===== config.mk =====
export PLATFORM = sky130hd
export DESIGN_NAME = adc_sample_clock_config
export DESIGN_NICKNAME = d
export VERILOG_FILES = /design/src/adc_clk_pkg.sv /design/src/conv_clock_gen.sv /design/src/adc_sample_clock_config.sv
export SDC_FILE = /design/constraint.sdc
export NUM_CORES = 1
export LEC_CHECK = 0
export BUFFER_PORTS_ARGS = -buffer_cell sky130_fd_sc_hd__buf_2
export CORE_ASPECT_RATIO = 0.9
export CORE_MARGIN = 3
export CORE_UTILIZATION = 41
export DETAILED_ROUTE_END_ITERATION = 6
export GPL_TIMING_DRIVEN = 0
export PLACE_DENSITY = 0.68
export SETUP_SLACK_MARGIN = 0.02
export SLEW_MARGIN = 10
export SYNTH_ARGS = -nofsm -noshare
export SYNTH_HDL_FRONTEND = slang
export SYNTH_SLANG_ARGS = --single-unit

===== constraint.sdc =====
create_clock -name pclk -period 2.95 [get_ports pclk]
set_clock_uncertainty 0.1 [all_clocks]
set_input_delay 0.295 -clock pclk [delete_from_list [all_inputs] [get_ports pclk]]
set_output_delay 0.295 -clock pclk [all_outputs]
set_load 0.02 [all_outputs]

===== src/adc_clk_pkg.sv =====
// constants and types for the sample time and conversion clock control
// assumes an apb slave on pclk at 200 MHz and a sequencer that consumes it
// Operation
// - unimplemented bits 15-13 and bit 6 of the control register read 0.
// - automatic sampling lasts the sample time field in clock periods.
// - source select high picks the internal rc clock, low the derived one.
// - derived period is half an instruction cycle times divider plus one.
package adc_clk_pkg;
  localparam logic [11:0] ctrl_offset      = 12'h000;
  localparam logic [11:0] status_offset    = 12'h004;
  localparam logic [11:0] sample_offset    = 12'h008;
  localparam logic [15:0] ctrl_reset       = 16'h0000;
  localparam logic [15:0] ctrl_write_mask  = 16'h1FBF;
  localparam int          samp_lsb         = 8;
  localparam int          src_bit          = 7;
  localparam int          div_lsb          = 0;
  // half an instruction cycle lasts this many pclk cycles; one divider tick
  localparam int          half_cycle_clks  = 2;

  typedef struct packed {
    logic [4:0] auto_sample_periods;
    logic       conv_clock_source_sel;
    logic [5:0] conv_clock_divider;
  } ctrl_fields_type;

  typedef enum logic [2:0] {
    st_idle   = 3'b001,
    st_sample = 3'b010,
    st_done   = 3'b100
  } samp_state_type;
endpackage


===== src/conv_clock_gen.sv =====
// conversion clock period generator: emits one pulse per period
// assumes rc_tick is a one-cycle pulse, one per rc oscillator period
`timescale 1ns/1ps
module conv_clock_gen
  import adc_clk_pkg::*;
(
  input  wire logic       pclk,         // system clock
  input  wire logic       presetn,      // async reset, active low
  input  wire logic       src_rc,       // 1 selects rc oscillator
  input  wire logic [5:0] divider,      // derived clock divider field
  input  wire logic       rc_tick,      // rc oscillator period pulse
  output logic            period_pulse  // one pulse per conversion period
);
  logic [5:0] cnt_r;
  logic [5:0] cnt_nxt;
  logic [3:0] pre_r;
  logic [3:0] pre_nxt;
  logic       tick;
  logic       cnt_wrap;
  logic       derived_pulse;
  logic [8:0] gap_r;
  logic [5:0] div_seen_r;
  logic       gap_ok_r;
  logic [8:0] period_len;

  // half-cycle ticks
  // one tick per half instruction cycle, half_cycle_clks pclk cycles long
  assign tick     = pre_r == 4'(half_cycle_clks - 1);
  assign pre_nxt  = tick ? 4'h0 : pre_r + 4'h1;
  // >= lets a lowered divider take effect without a 64-tick wrap
  assign cnt_wrap = tick && (cnt_r >= divider);
  assign cnt_nxt  = !tick ? cnt_r : (cnt_wrap ? 6'h00 : cnt_r + 6'h01);
  assign derived_pulse = cnt_wrap;

  assign period_pulse = src_rc ? rc_tick : derived_pulse;

  always_ff @(posedge pclk or negedge presetn) begin
    if (!presetn) begin
      cnt_r <= 6'h00;
      pre_r <= 4'h0;
    end else begin
      cnt_r <= cnt_nxt;
      pre_r <= pre_nxt;
    end
  end

  // checker state: cycles since the last derived pulse, and whether the
  // divider stayed put over that whole period
  assign period_len = ({3'h0, divider} + 9'h001) * 9'(half_cycle_clks);

  always_ff @(posedge pclk or negedge presetn) begin
    if (!presetn) begin
      gap_r      <= 9'h000;
      div_seen_r <= 6'h00;
      gap_ok_r   <= 1'b0;
    end else if (derived_pulse) begin
      gap_r      <= 9'h001;
      div_seen_r <= divider;
      gap_ok_r   <= 1'b1;
    end else begin
      gap_r      <= gap_r + 9'h001;
      gap_ok_r   <= gap_ok_r && (divider == div_seen_r);
    end
  end
endmodule


===== src/adc_sample_clock_config.sv =====
// apb register slave and automatic sample timer
// assumes a standard apb master; the sequencer pulses sample_start
// and waits for sample_done before it starts the next sample
//
// The implementer's own choices: register access over APB and the register offsets.
`timescale 1ns/1ps
module adc_sample_clock_config
  import adc_clk_pkg::*;
(
  input  wire logic        pclk,          // system clock
  input  wire logic        presetn,       // async reset, active low
  input  wire logic        psel,          // apb select
  input  wire logic        penable,       // apb enable
  input  wire logic        pwrite,        // apb direction
  input  wire logic [11:0] paddr,         // apb byte address
  input  wire logic [31:0] pwdata,        // apb write data
  output logic      [31:0] prdata,        // apb read data
  output logic             pready,        // apb ready
  output logic             pslverr,       // apb error
  input  wire logic        rc_tick,       // rc oscillator period pulse
  input  wire logic        sample_start,  // sequencer starts sampling
  output logic             sampling,      // auto-sample in progress
  output logic             sample_done,   // pulse at end of sampling
  output logic             period_pulse,  // conversion clock period
  output ctrl_fields_type  fields         // fields to the sequencer
);
  logic [15:0]    ctrl_r;
  logic [15:0]    ctrl_nxt;
  samp_state_type state_r;
  samp_state_type state_nxt;
  logic [4:0]     samp_cnt_r;
  logic [4:0]     samp_cnt_nxt;
  logic [31:0]    prdata_r;
  logic [31:0]    rd_mux;
  logic           wr_en;
  logic           rd_en;
  logic           hit_ctrl;
  logic           hit_stat;
  logic           hit_samp;
  logic           unmapped;
  logic           samp_end;

  // one aligned word per register, so the whole byte address is compared
  function automatic logic addr_hit(input logic [11:0] addr,
                                    input logic [11:0] offset);
    return addr == offset;
  endfunction

  // zero wait states: every access finishes in its first access cycle
  assign pready   = 1'b1;
  assign hit_ctrl = addr_hit(paddr, ctrl_offset);
  assign hit_stat = addr_hit(paddr, status_offset);
  assign hit_samp = addr_hit(paddr, sample_offset);
  assign unmapped = !(hit_ctrl || hit_stat || hit_samp);
  assign wr_en    = psel && penable && pwrite;
  // read data is captured in the setup cycle, so it stands through the
  // whole access phase without a path from paddr to prdata
  assign rd_en    = psel && !penable && !pwrite;
  // unmapped places answer with an error; a write to them is dropped
  assign pslverr  = psel && penable && unmapped;

  assign ctrl_nxt = (wr_en && hit_ctrl) ? (pwdata[15:0] & ctrl_write_mask)
                                        : ctrl_r;

  // the sequencer sees the fields straight from the register, no shadow
  assign fields.auto_sample_periods   = ctrl_r[samp_lsb +: 5];
  assign fields.conv_clock_source_sel = ctrl_r[src_bit];
  assign fields.conv_clock_divider    = ctrl_r[div_lsb +: 6];

  // status shows the one-hot sampler state, for software polling
  assign rd_mux = hit_ctrl ? {16'h0000, ctrl_r} :
                  hit_stat ? {29'h0, state_r} :
                  hit_samp ? {27'h0, samp_cnt_r} : 32'h0000_0000;
  assign prdata = prdata_r;

  // the divided clock runs all the time, so a source switch never waits
  // for the divider to restart
  conv_clock_gen u_conv_clock_gen (
    .pclk         (pclk),
    .presetn      (presetn),
    .src_rc       (fields.conv_clock_source_sel),
    .divider      (fields.conv_clock_divider),
    .rc_tick      (rc_tick),
    .period_pulse (period_pulse)
  );

  // sample lasts field periods; counted on selected clock
  // a zero field ends sampling at once, legal only for multi-amp sequences
  // >= so that a field lowered mid-sample ends it instead of wrapping
  assign samp_end = (samp_cnt_r >= fields.auto_sample_periods) ||
                    (period_pulse &&
                     samp_cnt_r + 5'h01 >= fields.auto_sample_periods);

  // idle keeps the counter cleared, so a start always counts from zero
  always_comb begin
    state_nxt    = state_r;
    samp_cnt_nxt = samp_cnt_r;
    unique case (state_r)
      st_idle: begin
        samp_cnt_nxt = 5'h00;
        if (sample_start) begin
          state_nxt = st_sample;
        end
      end
      st_sample: begin
        if (samp_end) begin
          state_nxt = st_done;
        end else if (period_pulse) begin
          samp_cnt_nxt = samp_cnt_r + 5'h01;
        end
      end
      st_done: begin
        state_nxt = st_idle;
      end
      default: begin
        state_nxt = st_idle;
      end
    endcase
  end

  // both decode the state register, so neither output can glitch
  assign sampling    = state_r == st_sample;
  assign sample_done = state_r == st_done;

  // the read data register only loads in a read setup cycle
  always_ff @(posedge pclk or negedge presetn) begin
    if (!presetn) begin
      ctrl_r     <= ctrl_reset;
      state_r    <= st_idle;
      samp_cnt_r <= 5'h00;
      prdata_r   <= 32'h0000_0000;
    end else begin
      ctrl_r     <= ctrl_nxt;
      state_r    <= state_nxt;
      samp_cnt_r <= samp_cnt_nxt;
      prdata_r   <= rd_en ? rd_mux : prdata_r;
    end
  end
endmodule


==> results by group, run 1 <==
Critical path
  • Critical path start-end classification: register to register
  • Category of the worst setup path launch point: register
  • Source of the worst register-to-register timing path: samp_cnt_r[0]$_DFFE_PN0P_
  • R2R setup slack: 0.29 ns
  • Category of the worst setup path capture point: register
  • Count of cells along the worst register-to-register path: 10
  • Data required, critical path: 3.04 ns
  • Endpoint arrival time on the critical path: 2.75 ns
  • Peak fanout along the critical path: 10
  • Capturing point of the worst reg2reg path: samp_cnt_r[2]$_DFFE_PN0P_

Synthesis
  • Sequential area share after synthesis: 43.0%
  • Async SR Flop Fraction: 100%
  • Average cell area after synthesis: 9.71 µm²
  • Number of enable-type register cells in the synthesized netlist: 0
  • Number of flip-flops and latches in the synthesized netlist: 42
  • Unique masters post-synth: 42
  • Count of synthesis-stage warnings from yosys: 0
  • Synth Flop Type: sky130_fd_sc_hd__dfrtp_1
  • Number of cells produced by synthesis: 252
  • Netlist area before placement: 2450 µm²

Place
  • DP Worst Slack: 0.202 ns
  • Routability Congestion: 0.846
  • DP Wirelength: 4020 µm
  • I/O Buffers: 56

Finish
  • Synth-to-Final Area Change: 21.9%
  • Number of nets in the layout: 403
  • Number of fill cells: 531
  • Fraction of layout instances using a drive strength above 1: 32.2%
  • Final Core Density: 52.1%
  • Seq. cell area: 1050 µm²
  • Multi-input combinational cell area: 1220 µm²
  • Total inserted antenna cells: 0

Route
  • Routed len/inst: 12.9 µm
  • 1st-iter DRT viols: 58
  • Post-detailed-route via-to-cell ratio: 4.88
  • Routed Antenna Nets: 0
  • Iteration count of the initial detailed-routing pass: 4
  • DRC violation count after routing: 0
  • Via Count: 1975
  • Routed Wire Length: 5210 µm

Timing
  • Worst Slack Setup Final: 0.291 ns
  • Timing-limited maximum frequency: 376 MHz
  • Final hold slack: 0.0386 ns
  • Number of hold-slack violations in the final timing report: 0
  • Period minus WS final: 2.66 ns
  • Setup violation total in the final timing report: 0
  • Unrepaired setup endpoints after global routing: no
  • Accumulated negative setup slack: 0 ns
  • Pins Over Slew Limit: 0
  • Worst slew margin relative to its limit: 38.1%
  • Tcrit/Tclk final: 90.1%
  • Tightest Pin Transition: 0.928 ns

Clock network
  • TritonCTS buffer count: 5
  • Clock-pin slew reported for the worst setup and hold paths after clock tree synthesis: 0.08 ns
  • Number of buffers inserted by hold repair at cts: 0
  • Post-CTS sizing: 0
  • TritonCTS clock tree: yes
  • # Post-CTS Setup Buffers: 0
  • Clk buf depth: 2
  • Total number of clock tree sinks: 42
  • Cell chosen for the clock root: sky130_fd_sc_hd__clkbuf_8
  • Clock latency on the worst-skew pair: 0.29 ns
  • Level count of the clock H-tree: 2

Pwr
  • Total power draw: 1180 µW
  • Combinational fraction of design power: 15.5%
  • Power density over the cells: 394 nW/µm²
  • Lkg Pwr: 0.00160 µW
  • Reported net switching power: 314 µW
  • Cell Int Power: 861 µW
  • Peak supply drop: 266 µV
  • Flop pwr share: 52.1%
  • Clock group share of total power: 32.4%
  • Sw frac: 26.8%

Hold path
  • Type of the most critical hold path: input port to asynchronous set/reset pin

Floorplan
  • Floorplan die width: 87.4 µm
  • Die height: 79.3 µm
  • Starting density of the core: 42.7%
  • Std cell rows: 26
  • DIE AREA: 6930 µm²
  • Core region area: 5730 µm²
  • I/O pin total: 100

Global route
  • Wire length of the first global-routing pass: 8450 µm
  • Total routing resource utilization after global routing: 15.4%
  • Largest net degree at the start of global routing: 43
  • Remaining global-route overflow: 0
  • Number of global-route vias before repair: 1844
  • Initial antenna violation count: 0

Run
  • Maxcap violations: 0

Status
  • Status: complete, no violations
## synth_stat cells (2+ instances only)
library cell | number | area, µm²
sky130_fd_sc_hd__a21oi_1 | 10 | 50.1
sky130_fd_sc_hd__dfrtp_1 | 41 | 1030
sky130_fd_sc_hd__a22o_2 | 7 | 70.1
sky130_fd_sc_hd__xnor2_1 | 4 | 35.0
sky130_fd_sc_hd__conb_1 | 2 | 7.51
sky130_fd_sc_hd__o21ai_0 | 30 | 150
sky130_fd_sc_hd__nand4_1 | 2 | 12.5
sky130_fd_sc_hd__buf_4 | 22 | 165
sky130_fd_sc_hd__ha_1 | 18 | 225
sky130_fd_sc_hd__nor2_1 | 4 | 15.0
sky130_fd_sc_hd__mux2_2 | 3 | 33.8
sky130_fd_sc_hd__mux2i_1 | 6 | 60.1
sky130_fd_sc_hd__nand2_1 | 35 | 131
sky130_fd_sc_hd__nor2b_1 | 4 | 25.0
sky130_fd_sc_hd__nand3_1 | 11 | 55.1
sky130_fd_sc_hd__nand2b_1 | 6 | 37.5
sky130_fd_sc_hd__a21o_1 | 2 | 15.0
sky130_fd_sc_hd__o31ai_1 | 2 | 15.0
sky130_fd_sc_hd__nor3b_1 | 4 | 30.0
sky130_fd_sc_hd__inv_1 | 15 | 56.3
sky130_fd_sc_hd__clkbuf_1 | 3 | 11.3
## per-stage QoR
step / std cells / instance area [µm²]
2_1_floorplan: 271 / 2520
3_3_place_gp: 397 / 2890
3_5_place_dp: 397 / 2890
4_1_cts: 405 / 2980
5_1_grt: 405 / 2980
6_report: 405 / 2980
## layer usage
layer | global-route usage (%) | part of all wire [%]
met1 | 19.5 | 44
met2 | 26.3 | 47
met3 | 3.63 | 8.2
met4 | 4.29 | 0.84
met5 | 0 | 0
## area by class of cell
cell class | count | area share (%)
multi-input cells | 186 | 40.8
clock buffers | 7 | 2.89
plain buffers | 28 | 6.63
repair buffers | 56 | 9.40
clock inverters | 1 | 0.168
flip-flops and latches | 42 | 35.3
inverters | 15 | 1.89
well taps | 70 | 2.94
## sequential cells by signal, summed over array words and instances (netlist names)
| name | flops |
|---|---|
| ctrl_r | 12 |
| prdata | 12 |
| samp_cnt_r | 5 |
| state_r | 3 |
| u_conv_clock_gen.cnt_r | 6 |
| u_conv_clock_gen.pre_r | 4 |
## layout by cell type (no fill, tap or decap), types with 3 or more instances in the layout
cell	instances
sky130_fd_sc_hd__conb_1	21
sky130_fd_sc_hd__a22o_2	7
sky130_fd_sc_hd__nand2_1	35
sky130_fd_sc_hd__mux2_2	3
sky130_fd_sc_hd__buf_2	57
sky130_fd_sc_hd__o21ai_0	29
sky130_fd_sc_hd__ha_1	18
sky130_fd_sc_hd__nor2_1	4
sky130_fd_sc_hd__xnor2_1	4
sky130_fd_sc_hd__dfrtp_1	41
sky130_fd_sc_hd__nand2b_1	6
sky130_fd_sc_hd__buf_4	22
sky130_fd_sc_hd__inv_1	15
sky130_fd_sc_hd__a21oi_1	10
sky130_fd_sc_hd__clkbuf_8	6
sky130_fd_sc_hd__nand3_1	11
sky130_fd_sc_hd__nor3b_1	4
sky130_fd_sc_hd__mux2i_1	6
sky130_fd_sc_hd__nor2b_1	4
sky130_fd_sc_hd__clkbuf_1	4
## kinds of logic (layout without fill, tap and decap cells)
kind of cell    count (synthesis)  count (layout)  synth area share [%]
compound gates                 56              56                  14.1
other cells                     2              21                 0.307
xor+xnor                        5               5                  1.79
buf+inv                        43             107                  10.4
flops                          42              42                  43.0
fa+ha+maj                      18              18                  9.20
mux                             9               9                  3.83
simple gates                   77              77                  17.4
## power groups by stage
stage               sequential (µW)  clock, µW  combinational (µW)
global placement                623          0                 182
detailed placement              623          0                 183
CTS                             613        387                 183
finish                          613        380                 182
global route                    615        411                 201
floorplan                       620          0                 127
## critical path, stage by stage, from the launching register on
cell,delay (ns)
sky130_fd_sc_hd__dfrtp_1,0.48
sky130_fd_sc_hd__ha_1,0.26
sky130_fd_sc_hd__nand3_1,0.11
sky130_fd_sc_hd__xnor2_1,0.21
sky130_fd_sc_hd__ha_1,0.29
sky130_fd_sc_hd__nand4_1,0.10
sky130_fd_sc_hd__a21oi_1,0.05
sky130_fd_sc_hd__a211oi_2,0.27
sky130_fd_sc_hd__o2111ai_2,0.29
sky130_fd_sc_hd__mux2i_1,0.19
sky130_fd_sc_hd__a21o_1,0.19
## how the worst max path moves through the flow
stage	endpoint	from	slack (ns)	cells past startpoint
2_1_floorplan	samp_cnt_r[2]$_DFFE_PN0P_	samp_cnt_r[0]$_DFFE_PN0P_	0.54	10
3_3_place_gp	samp_cnt_r[2]$_DFFE_PN0P_	samp_cnt_r[0]$_DFFE_PN0P_	0.23	10
3_5_place_dp	samp_cnt_r[2]$_DFFE_PN0P_	samp_cnt_r[0]$_DFFE_PN0P_	0.20	10
4_1_cts	samp_cnt_r[2]$_DFFE_PN0P_	samp_cnt_r[0]$_DFFE_PN0P_	0.15	10
5_1_grt	samp_cnt_r[2]$_DFFE_PN0P_	samp_cnt_r[0]$_DFFE_PN0P_	0.09	10
6_report	samp_cnt_r[2]$_DFFE_PN0P_	samp_cnt_r[0]$_DFFE_PN0P_	0.29	10
(Power assumes the default switching activity.)
==> inputs of run 2 (changes only) <==
- PLACE_DENSITY: 0.68 -> 0.81
==> results by group, run 2 (synthesis results as in run 1) <==
Timing
  • Tcrit/Tclk final: 93.6% (was 90.1%)
  • Timing-limited maximum frequency: 362 MHz (was 376 MHz)
  • Accumulated negative setup slack: 0 ns (unchanged)
  • Worst slew margin relative to its limit: 37.4% (was 38.1%)
  • Period minus WS final: 2.76 ns (was 2.66 ns)
  • Pins Over Slew Limit: 0 (unchanged)
  • Setup violation total in the final timing report: 0 (unchanged)
  • Unrepaired setup endpoints after global routing: no (unchanged)
  • Tightest Pin Transition: 0.939 ns (was 0.928 ns)
  • Number of hold-slack violations in the final timing report: 0 (unchanged)
  • Worst Slack Setup Final: 0.188 ns (was 0.291 ns)

Critical path
  • Max stage delay cell, worst path: sky130_fd_sc_hd__dfrtp_1 (unchanged)
  • Most used cell along the critical path: sky130_fd_sc_hd__ha_1 (unchanged)
  • Count of cells along the worst register-to-register path: 10 (unchanged)
  • Data required, critical path: 3.05 ns (was 3.04 ns)
  • Cell family with most CP delay: compound AO/OA/AOI/OAI gates (unchanged)
  • Peak fanout along the critical path: 10 (unchanged)
  • Critical path start-end classification: register to register (unchanged)
  • Capturing point of the worst reg2reg path: samp_cnt_r[2]$_DFFE_PN0P_ (unchanged)
  • R2R setup slack: 0.19 ns (was 0.29 ns)
  • Category of the worst setup path launch point: register (unchanged)
  • Crit-path cells: ha_1, nand3_1, xnor2_1, ha_1, nand4_1, a21oi_1, a211oi_2, o2111ai_2, mux2i_1, a21o_1 (unchanged)
  • Category of the worst setup path capture point: register (unchanged)
  • Endpoint arrival time on the critical path: 2.86 ns (was 2.75 ns)
  • Source of the worst register-to-register timing path: samp_cnt_r[0]$_DFFE_PN0P_ (unchanged)
  • Max stage delay on crit path: 0.49 ns (was 0.48 ns)
  • Crit path buf inv count: 0 (unchanged)

Clock network
  • Number of buffers inserted by hold repair at cts: 0 (unchanged)
  • Clk buf depth: 2 (unchanged)
  • Level count of the clock H-tree: 2 (unchanged)
  • Total number of clock tree sinks: 42 (unchanged)
  • TritonCTS buffer count: 5 (unchanged)
  • Cell chosen for the clock root: sky130_fd_sc_hd__clkbuf_8 (unchanged)
  • Clock latency on the worst-skew pair: 0.30 ns (was 0.29 ns)
  • TritonCTS clock tree: yes (unchanged)
  • Clock-pin slew reported for the worst setup and hold paths after clock tree synthesis: 0.08 ns (about the same)

Place
  • I/O Buffers: 56 (unchanged)
  • Routability Congestion: 0.815 (was 0.846)
  • DP Worst Slack: 0.142 ns (was 0.202 ns)
  • DP Wirelength: 4170 µm (was 4020 µm)
  • Cell Area, Placed: 2890 µm² (unchanged)

Finish
  • Total inserted antenna cells: 0 (unchanged)
  • Commonest non-fill, non-tap cell in the layout: sky130_fd_sc_hd__buf_2 (unchanged)
  • Leading cell types in the layout, fill and taps excluded: 57 x sky130_fd_sc_hd__buf_2, 41 x sky130_fd_sc_hd__dfrtp_1, 35 x sky130_fd_sc_hd__nand2_1 (unchanged)
  • Layout Cell Area excl Fill: 2980 µm² (unchanged)
  • Number of nets in the layout: 403 (unchanged)
  • Fraction of layout instances using a drive strength above 1: 32.2% (unchanged)
  • Synth-to-Final Area Change: 21.9% (unchanged)
  • Number of fill cells: 537 (was 531)

Pwr
  • Lkg Pwr: 0.00160 µW (unchanged)
  • Peak supply drop: 198 µV (was 266 µV)
  • Power density over the cells: 397 nW/µm² (was 394 nW/µm²)

Route
  • 1st-iter DRT viols: 73 (was 58)
  • Post-detailed-route via-to-cell ratio: 4.90 (was 4.88)
  • Via Count: 1986 (was 1975)
  • Routed Wire Length: 5280 µm (was 5210 µm)
  • Iteration count of the initial detailed-routing pass: 4 (unchanged)
  • Routed Antenna Nets: 0 (unchanged)
  • DRC violation count after routing: 0 (unchanged)
  • Routed len/inst: 13.0 µm (was 12.9 µm)

Floorplan
  • Floorplan die width: 87.4 µm (unchanged)
  • DIE AREA: 6930 µm² (unchanged)
  • Core region area: 5730 µm² (unchanged)
  • Die height: 79.3 µm (unchanged)
  • Starting density of the core: 42.7% (unchanged)
  • Std cell rows: 26 (unchanged)
  • I/O pin total: 100 (unchanged)

Global route
  • Total routing resource utilization after global routing: 16.3% (was 15.4%)
  • Number of global-route vias before repair: 1912 (was 1844)
  • Largest net degree at the start of global routing: 43 (unchanged)
  • Remaining global-route overflow: 0 (unchanged)
  • Wire length of the first global-routing pass: 8850 µm (was 8450 µm)
  • Initial antenna violation count: 0 (unchanged)

Status
  • Status: complete, no violations (unchanged)

Run
  • Maxcap violations: 0 (unchanged)

Hold path
  • Type of the most critical hold path: input port to asynchronous set/reset pin (unchanged)
[run 2: final cells by class]
cell class / instances / area [µm²] / area share, %
Inverter: 15 / 56.3 / 1.89
Buffer: 28 / 198 / 6.63
Clock buffer: 7 / 86.3 / 2.89
Tap cell: 70 / 87.6 / 2.94
Clock inverter: 1 / 5.00 / 0.168
Multi-Input combinational cell: 186 / 1220 / 40.8
Timing Repair Buffer: 56 / 280 / 9.40
Sequential cell: 42 / 1050 / 35.3
[run 2: power breakdown]
group	internal (µW)	total (µW)	switching (µW)
registers	596	616	20.6
clock network	189	386	197
logic	76.5	182	105
[run 2: worst max-delay path by stage]
stage                              startpoint                         to  slack, ns  cells past startpoint
floorplan           samp_cnt_r[0]$_DFFE_PN0P_  samp_cnt_r[2]$_DFFE_PN0P_       0.54                     10
global placement    samp_cnt_r[0]$_DFFE_PN0P_  samp_cnt_r[2]$_DFFE_PN0P_       0.20                     10
detailed placement  samp_cnt_r[0]$_DFFE_PN0P_  samp_cnt_r[2]$_DFFE_PN0P_       0.14                     10
CTS                 samp_cnt_r[0]$_DFFE_PN0P_  samp_cnt_r[2]$_DFFE_PN0P_       0.12                     10
global route        samp_cnt_r[0]$_DFFE_PN0P_  samp_cnt_r[2]$_DFFE_PN0P_     0.0003                     10
finish              samp_cnt_r[0]$_DFFE_PN0P_  samp_cnt_r[2]$_DFFE_PN0P_       0.19                     10
[run 2: routing by layer]
layer  GRT usage (%)  part of all wire [%]  routed length (µm)  vias up
li1                -                     -                   -      996
met1            20.6                    45                2360      922
met2            26.8                    47                2460       60
met3            4.46                   7.3                 383        8
met4            5.06                   1.3                  69        0
met5               0                     0                   0        -
[run 2: timing repair]
item,CTS,global route
hold endpoints to repair,0,0
resized for setup,0,2
setup buffers,0,0
endpoints found under the setup margin,0,5
[run 2: metrics by stage]
| step | power [µW] | instances | hold slack, ns | utilization, % |
|---|---|---|---|---|
| detailed placement | 808 | 397 | 0.361 | 50.4 |
| global placement | 801 | 397 | 0.351 | 50.4 |
| global route | 1240 | 405 | 0.0524 | 52.1 |
| finish | 1180 | 405 | 0.0362 | 52.1 |
| CTS | 1190 | 405 | 0.0460 | 52.0 |
| floorplan | 748 | 271 | -0.101 | - |
==> inputs of run 3 (changes only) <==
- CTS_BUF_LIST: not set -> sky130_fd_sc_hd__clkbuf_2 sky130_fd_sc_hd__clkbuf_4 sky130_fd_sc_hd__clkbuf_8
- clock period: 2.95 -> 2.8 ns (I/O delays scaled with it)
==> results by group, run 3 (synthesis results as in run 1) <==
Pwr
  • Clock group share of total power: 33.2% (was 32.6%)
  • Flop pwr share: 51.6% (was 52.0%)
  • Lkg Pwr: 0.00161 µW (was 0.00160 µW)
  • Power density over the cells: 418 nW/µm² (was 397 nW/µm²)
  • Cell Int Power: 917 µW (was 861 µW)
  • Reported net switching power: 338 µW (was 323 µW)
  • Combinational fraction of design power: 15.2% (was 15.4%)
  • Sw frac: 27.0% (was 27.3%)
  • Peak supply drop: 209 µV (was 198 µV)

Route
  • Post-detailed-route via-to-cell ratio: 4.89 (was 4.90)
  • Routed Wire Length: 5280 µm (about the same)
  • DRC violation count after routing: 0 (unchanged)
  • Iteration count of the initial detailed-routing pass: 4 (unchanged)
  • Routed len/inst: 13.0 µm (about the same)
  • Routed Antenna Nets: 0 (unchanged)
  • Via Count: 1987 (was 1986)
  • 1st-iter DRT viols: 69 (was 73)

Critical path
  • Max stage delay on crit path: 0.44 ns (was 0.49 ns)
  • Total number of cells along the worst setup path: 11 (was 10)
  • Crit path buf inv count: 1 (was 0)
  • Max stage delay cell, worst path: sky130_fd_sc_hd__dfrtp_2 (was sky130_fd_sc_hd__dfrtp_1)
  • Critical path start-end classification: register to register (unchanged)
  • Peak fanout along the critical path: 8 (was 10)
  • Data required, critical path: 2.94 ns (was 3.05 ns)
  • Category of the worst setup path launch point: register (unchanged)
  • Source of the worst register-to-register timing path: samp_cnt_r[0]$_DFFE_PN0P_ (unchanged)
  • Cell family with most CP delay: adder cells (was compound AO/OA/AOI/OAI gates)
  • Capturing point of the worst reg2reg path: samp_cnt_r[4]$_DFFE_PN0P_ (was samp_cnt_r[2]$_DFFE_PN0P_)
  • Category of the worst setup path capture point: register (unchanged)
  • Endpoint arrival time on the critical path: 2.71 ns (was 2.86 ns)
  • R2R setup slack: 0.24 ns (was 0.19 ns)
  • Most used cell along the critical path: sky130_fd_sc_hd__ha_1 (unchanged)
  • Crit-path cells: ha_1, nand3_1, xnor2_1, ha_1, nand4_1, a21oi_1, a211oi_2, o2111ai_2, buf_4, nand2b_1, nand2_1 (was ha_1, nand3_1, xnor2_1, ha_1, nand4_1, a21oi_1, a211oi_2, o2111ai_2, mux2i_1, a21o_1)
  • Count of cells along the worst register-to-register path: 11 (was 10)

Finish
  • Total inserted antenna cells: 0 (unchanged)
  • Finished Layout Cells: 406 (was 405)
  • Final Core Density: 52.4% (was 52.1%)
  • Number of nets in the layout: 404 (was 403)
  • Layout Cell Area excl Fill: 3000 µm² (was 2980 µm²)
  • Commonest non-fill, non-tap cell in the layout: sky130_fd_sc_hd__buf_2 (unchanged)
  • Leading cell types in the layout, fill and taps excluded: 57 x sky130_fd_sc_hd__buf_2, 40 x sky130_fd_sc_hd__dfrtp_1, 35 x sky130_fd_sc_hd__nand2_1 (was 57 x sky130_fd_sc_hd__buf_2, 41 x sky130_fd_sc_hd__dfrtp_1, 35 x sky130_fd_sc_hd__nand2_1)
  • Synth-to-Final Area Change: 22.6% (was 21.9%)
  • Fraction of layout instances using a drive strength above 1: 33.3% (was 32.2%)

Timing
  • Pins Over Slew Limit: 0 (unchanged)
  • Number of hold-slack violations in the final timing report: 0 (unchanged)
  • Tcrit/Tclk final: 91.6% (was 93.6%)
  • Unrepaired setup endpoints after global routing: no (unchanged)
  • Setup violation total in the final timing report: 0 (unchanged)
  • Worst Slack Setup Final: 0.236 ns (was 0.188 ns)
  • Tightest Pin Transition: 0.939 ns (about the same)
  • Period minus WS final: 2.56 ns (was 2.76 ns)
  • Worst slew margin relative to its limit: 37.4% (about the same)
  • Timing-limited maximum frequency: 390 MHz (was 362 MHz)

Floorplan
  • Floorplan die width: 87.4 µm (unchanged)
  • DIE AREA: 6930 µm² (unchanged)
  • I/O pin total: 100 (unchanged)
  • Core region area: 5730 µm² (unchanged)
  • Die height: 79.3 µm (unchanged)
  • Starting density of the core: 42.7% (unchanged)
  • Std cell rows: 26 (unchanged)

Place
  • DP Worst Slack: -0.00771 ns (was 0.142 ns)
  • Cell Area, Placed: 2890 µm² (unchanged)
  • I/O Buffers: 56 (unchanged)
  • Routability Congestion: 0.815 (unchanged)
  • Placed cells: 397 (unchanged)
  • DP Wirelength: 4170 µm (unchanged)

Clock network
  • Total number of clock tree sinks: 42 (unchanged)
  • Clk buf depth: 2 (unchanged)
  • Cell chosen for the clock root: sky130_fd_sc_hd__clkbuf_8 (unchanged)
  • Level count of the clock H-tree: 2 (unchanged)
  • TritonCTS buffer count: 5 (unchanged)
  • Clock-pin slew reported for the worst setup and hold paths after clock tree synthesis: 0.08 ns (about the same)
  • Clock latency on the worst-skew pair: 0.30 ns (about the same)
  • Number of buffers inserted by hold repair at cts: 0 (unchanged)
  • TritonCTS clock tree: yes (unchanged)

Global route
  • Largest net degree at the start of global routing: 43 (unchanged)
  • Number of global-route vias before repair: 1910 (was 1912)
  • Initial antenna violation count: 0 (unchanged)
  • Total routing resource utilization after global routing: 16.3% (about the same)
  • Wire length of the first global-routing pass: 8860 µm (was 8850 µm)
  • Remaining global-route overflow: 0 (unchanged)

Status
  • Status: complete, no violations (unchanged)

Hold path
  • Type of the most critical hold path: input port to asynchronous set/reset pin (unchanged)

Run
  • Maxcap violations: 0 (unchanged)
[run 3: changes by cell type in the layout (fill, tap and decap cells not counted), sizes merged]
cell	delta
buf	+1
[run 3: stage by stage]
stage | total power [µW] | hold WS [ns] | TNS (ns)
4_1_cts | 1270 | 0.0310 | 0
5_1_grt | 1320 | 0.0372 | 0
3_3_place_gp | 844 | 0.336 | 0
2_1_floorplan | 788 | -0.116 | 0
6_report | 1260 | 0.0208 | 0
3_5_place_dp | 851 | 0.346 | -0.00771
[run 3: power groups by stage]
stage	Clock, µW	Combinational [µW]	Sequential, µW
final	416	191	648
after global routing	457	212	652
after CTS	427	192	648
after detailed placement	0	191	660
after global placement	0	186	658
after floorplan	0	134	654
[run 3: routing by layer]
layer | share of wire, % | wire, µm | vias to the layer above | track usage [%]
met2 | 47 | 2500 | 55 | 26.9
met5 | 0 | 0 | - | 0
met4 | 1.2 | 63 | 0 | 5.06
li1 | - | - | 999 | -
met3 | 6.9 | 362 | 6 | 4.46
met1 | 45 | 2350 | 927 | 20.6
[run 3: layout make-up]
cell class                 count  area (µm²)
clock buffer                   7        90.1
sequential                    42        1050
fill                         534        2720
buffer                        28         198
clock inverter                 1        5.00
timing repair buffer          57         288
tap                           70        87.6
multi-input combinational    186        1220
inverter                      15        56.3
[run 3: worst max path at each step]
stage                                                     start                   endpoint  slack, ns
after CTS                 u_conv_clock_gen.cnt_r[0]$_DFFE_PN0N_               period_pulse       0.09
after global routing                  samp_cnt_r[1]$_DFFE_PN0P_  samp_cnt_r[0]$_DFFE_PN0P_      0.006
final                                 samp_cnt_r[0]$_DFFE_PN0P_  samp_cnt_r[4]$_DFFE_PN0P_       0.24
after global placement                samp_cnt_r[0]$_DFFE_PN0P_  samp_cnt_r[2]$_DFFE_PN0P_       0.05
after detailed placement              samp_cnt_r[0]$_DFFE_PN0P_  samp_cnt_r[2]$_DFFE_PN0P_     -0.008
after floorplan                       samp_cnt_r[0]$_DFFE_PN0P_  samp_cnt_r[2]$_DFFE_PN0P_       0.39
[run 3: what timing repair did]
| item | 4_1_cts | 5_1_grt |
|---|---|---|
| setup endpoints to repair | 1 | 6 |
| pin swaps | 1 | 0 |
| setup buffers | 1 | 0 |
| endpoints found under the hold margin | 0 | 0 |
| gates resized for setup | 0 | 4 |
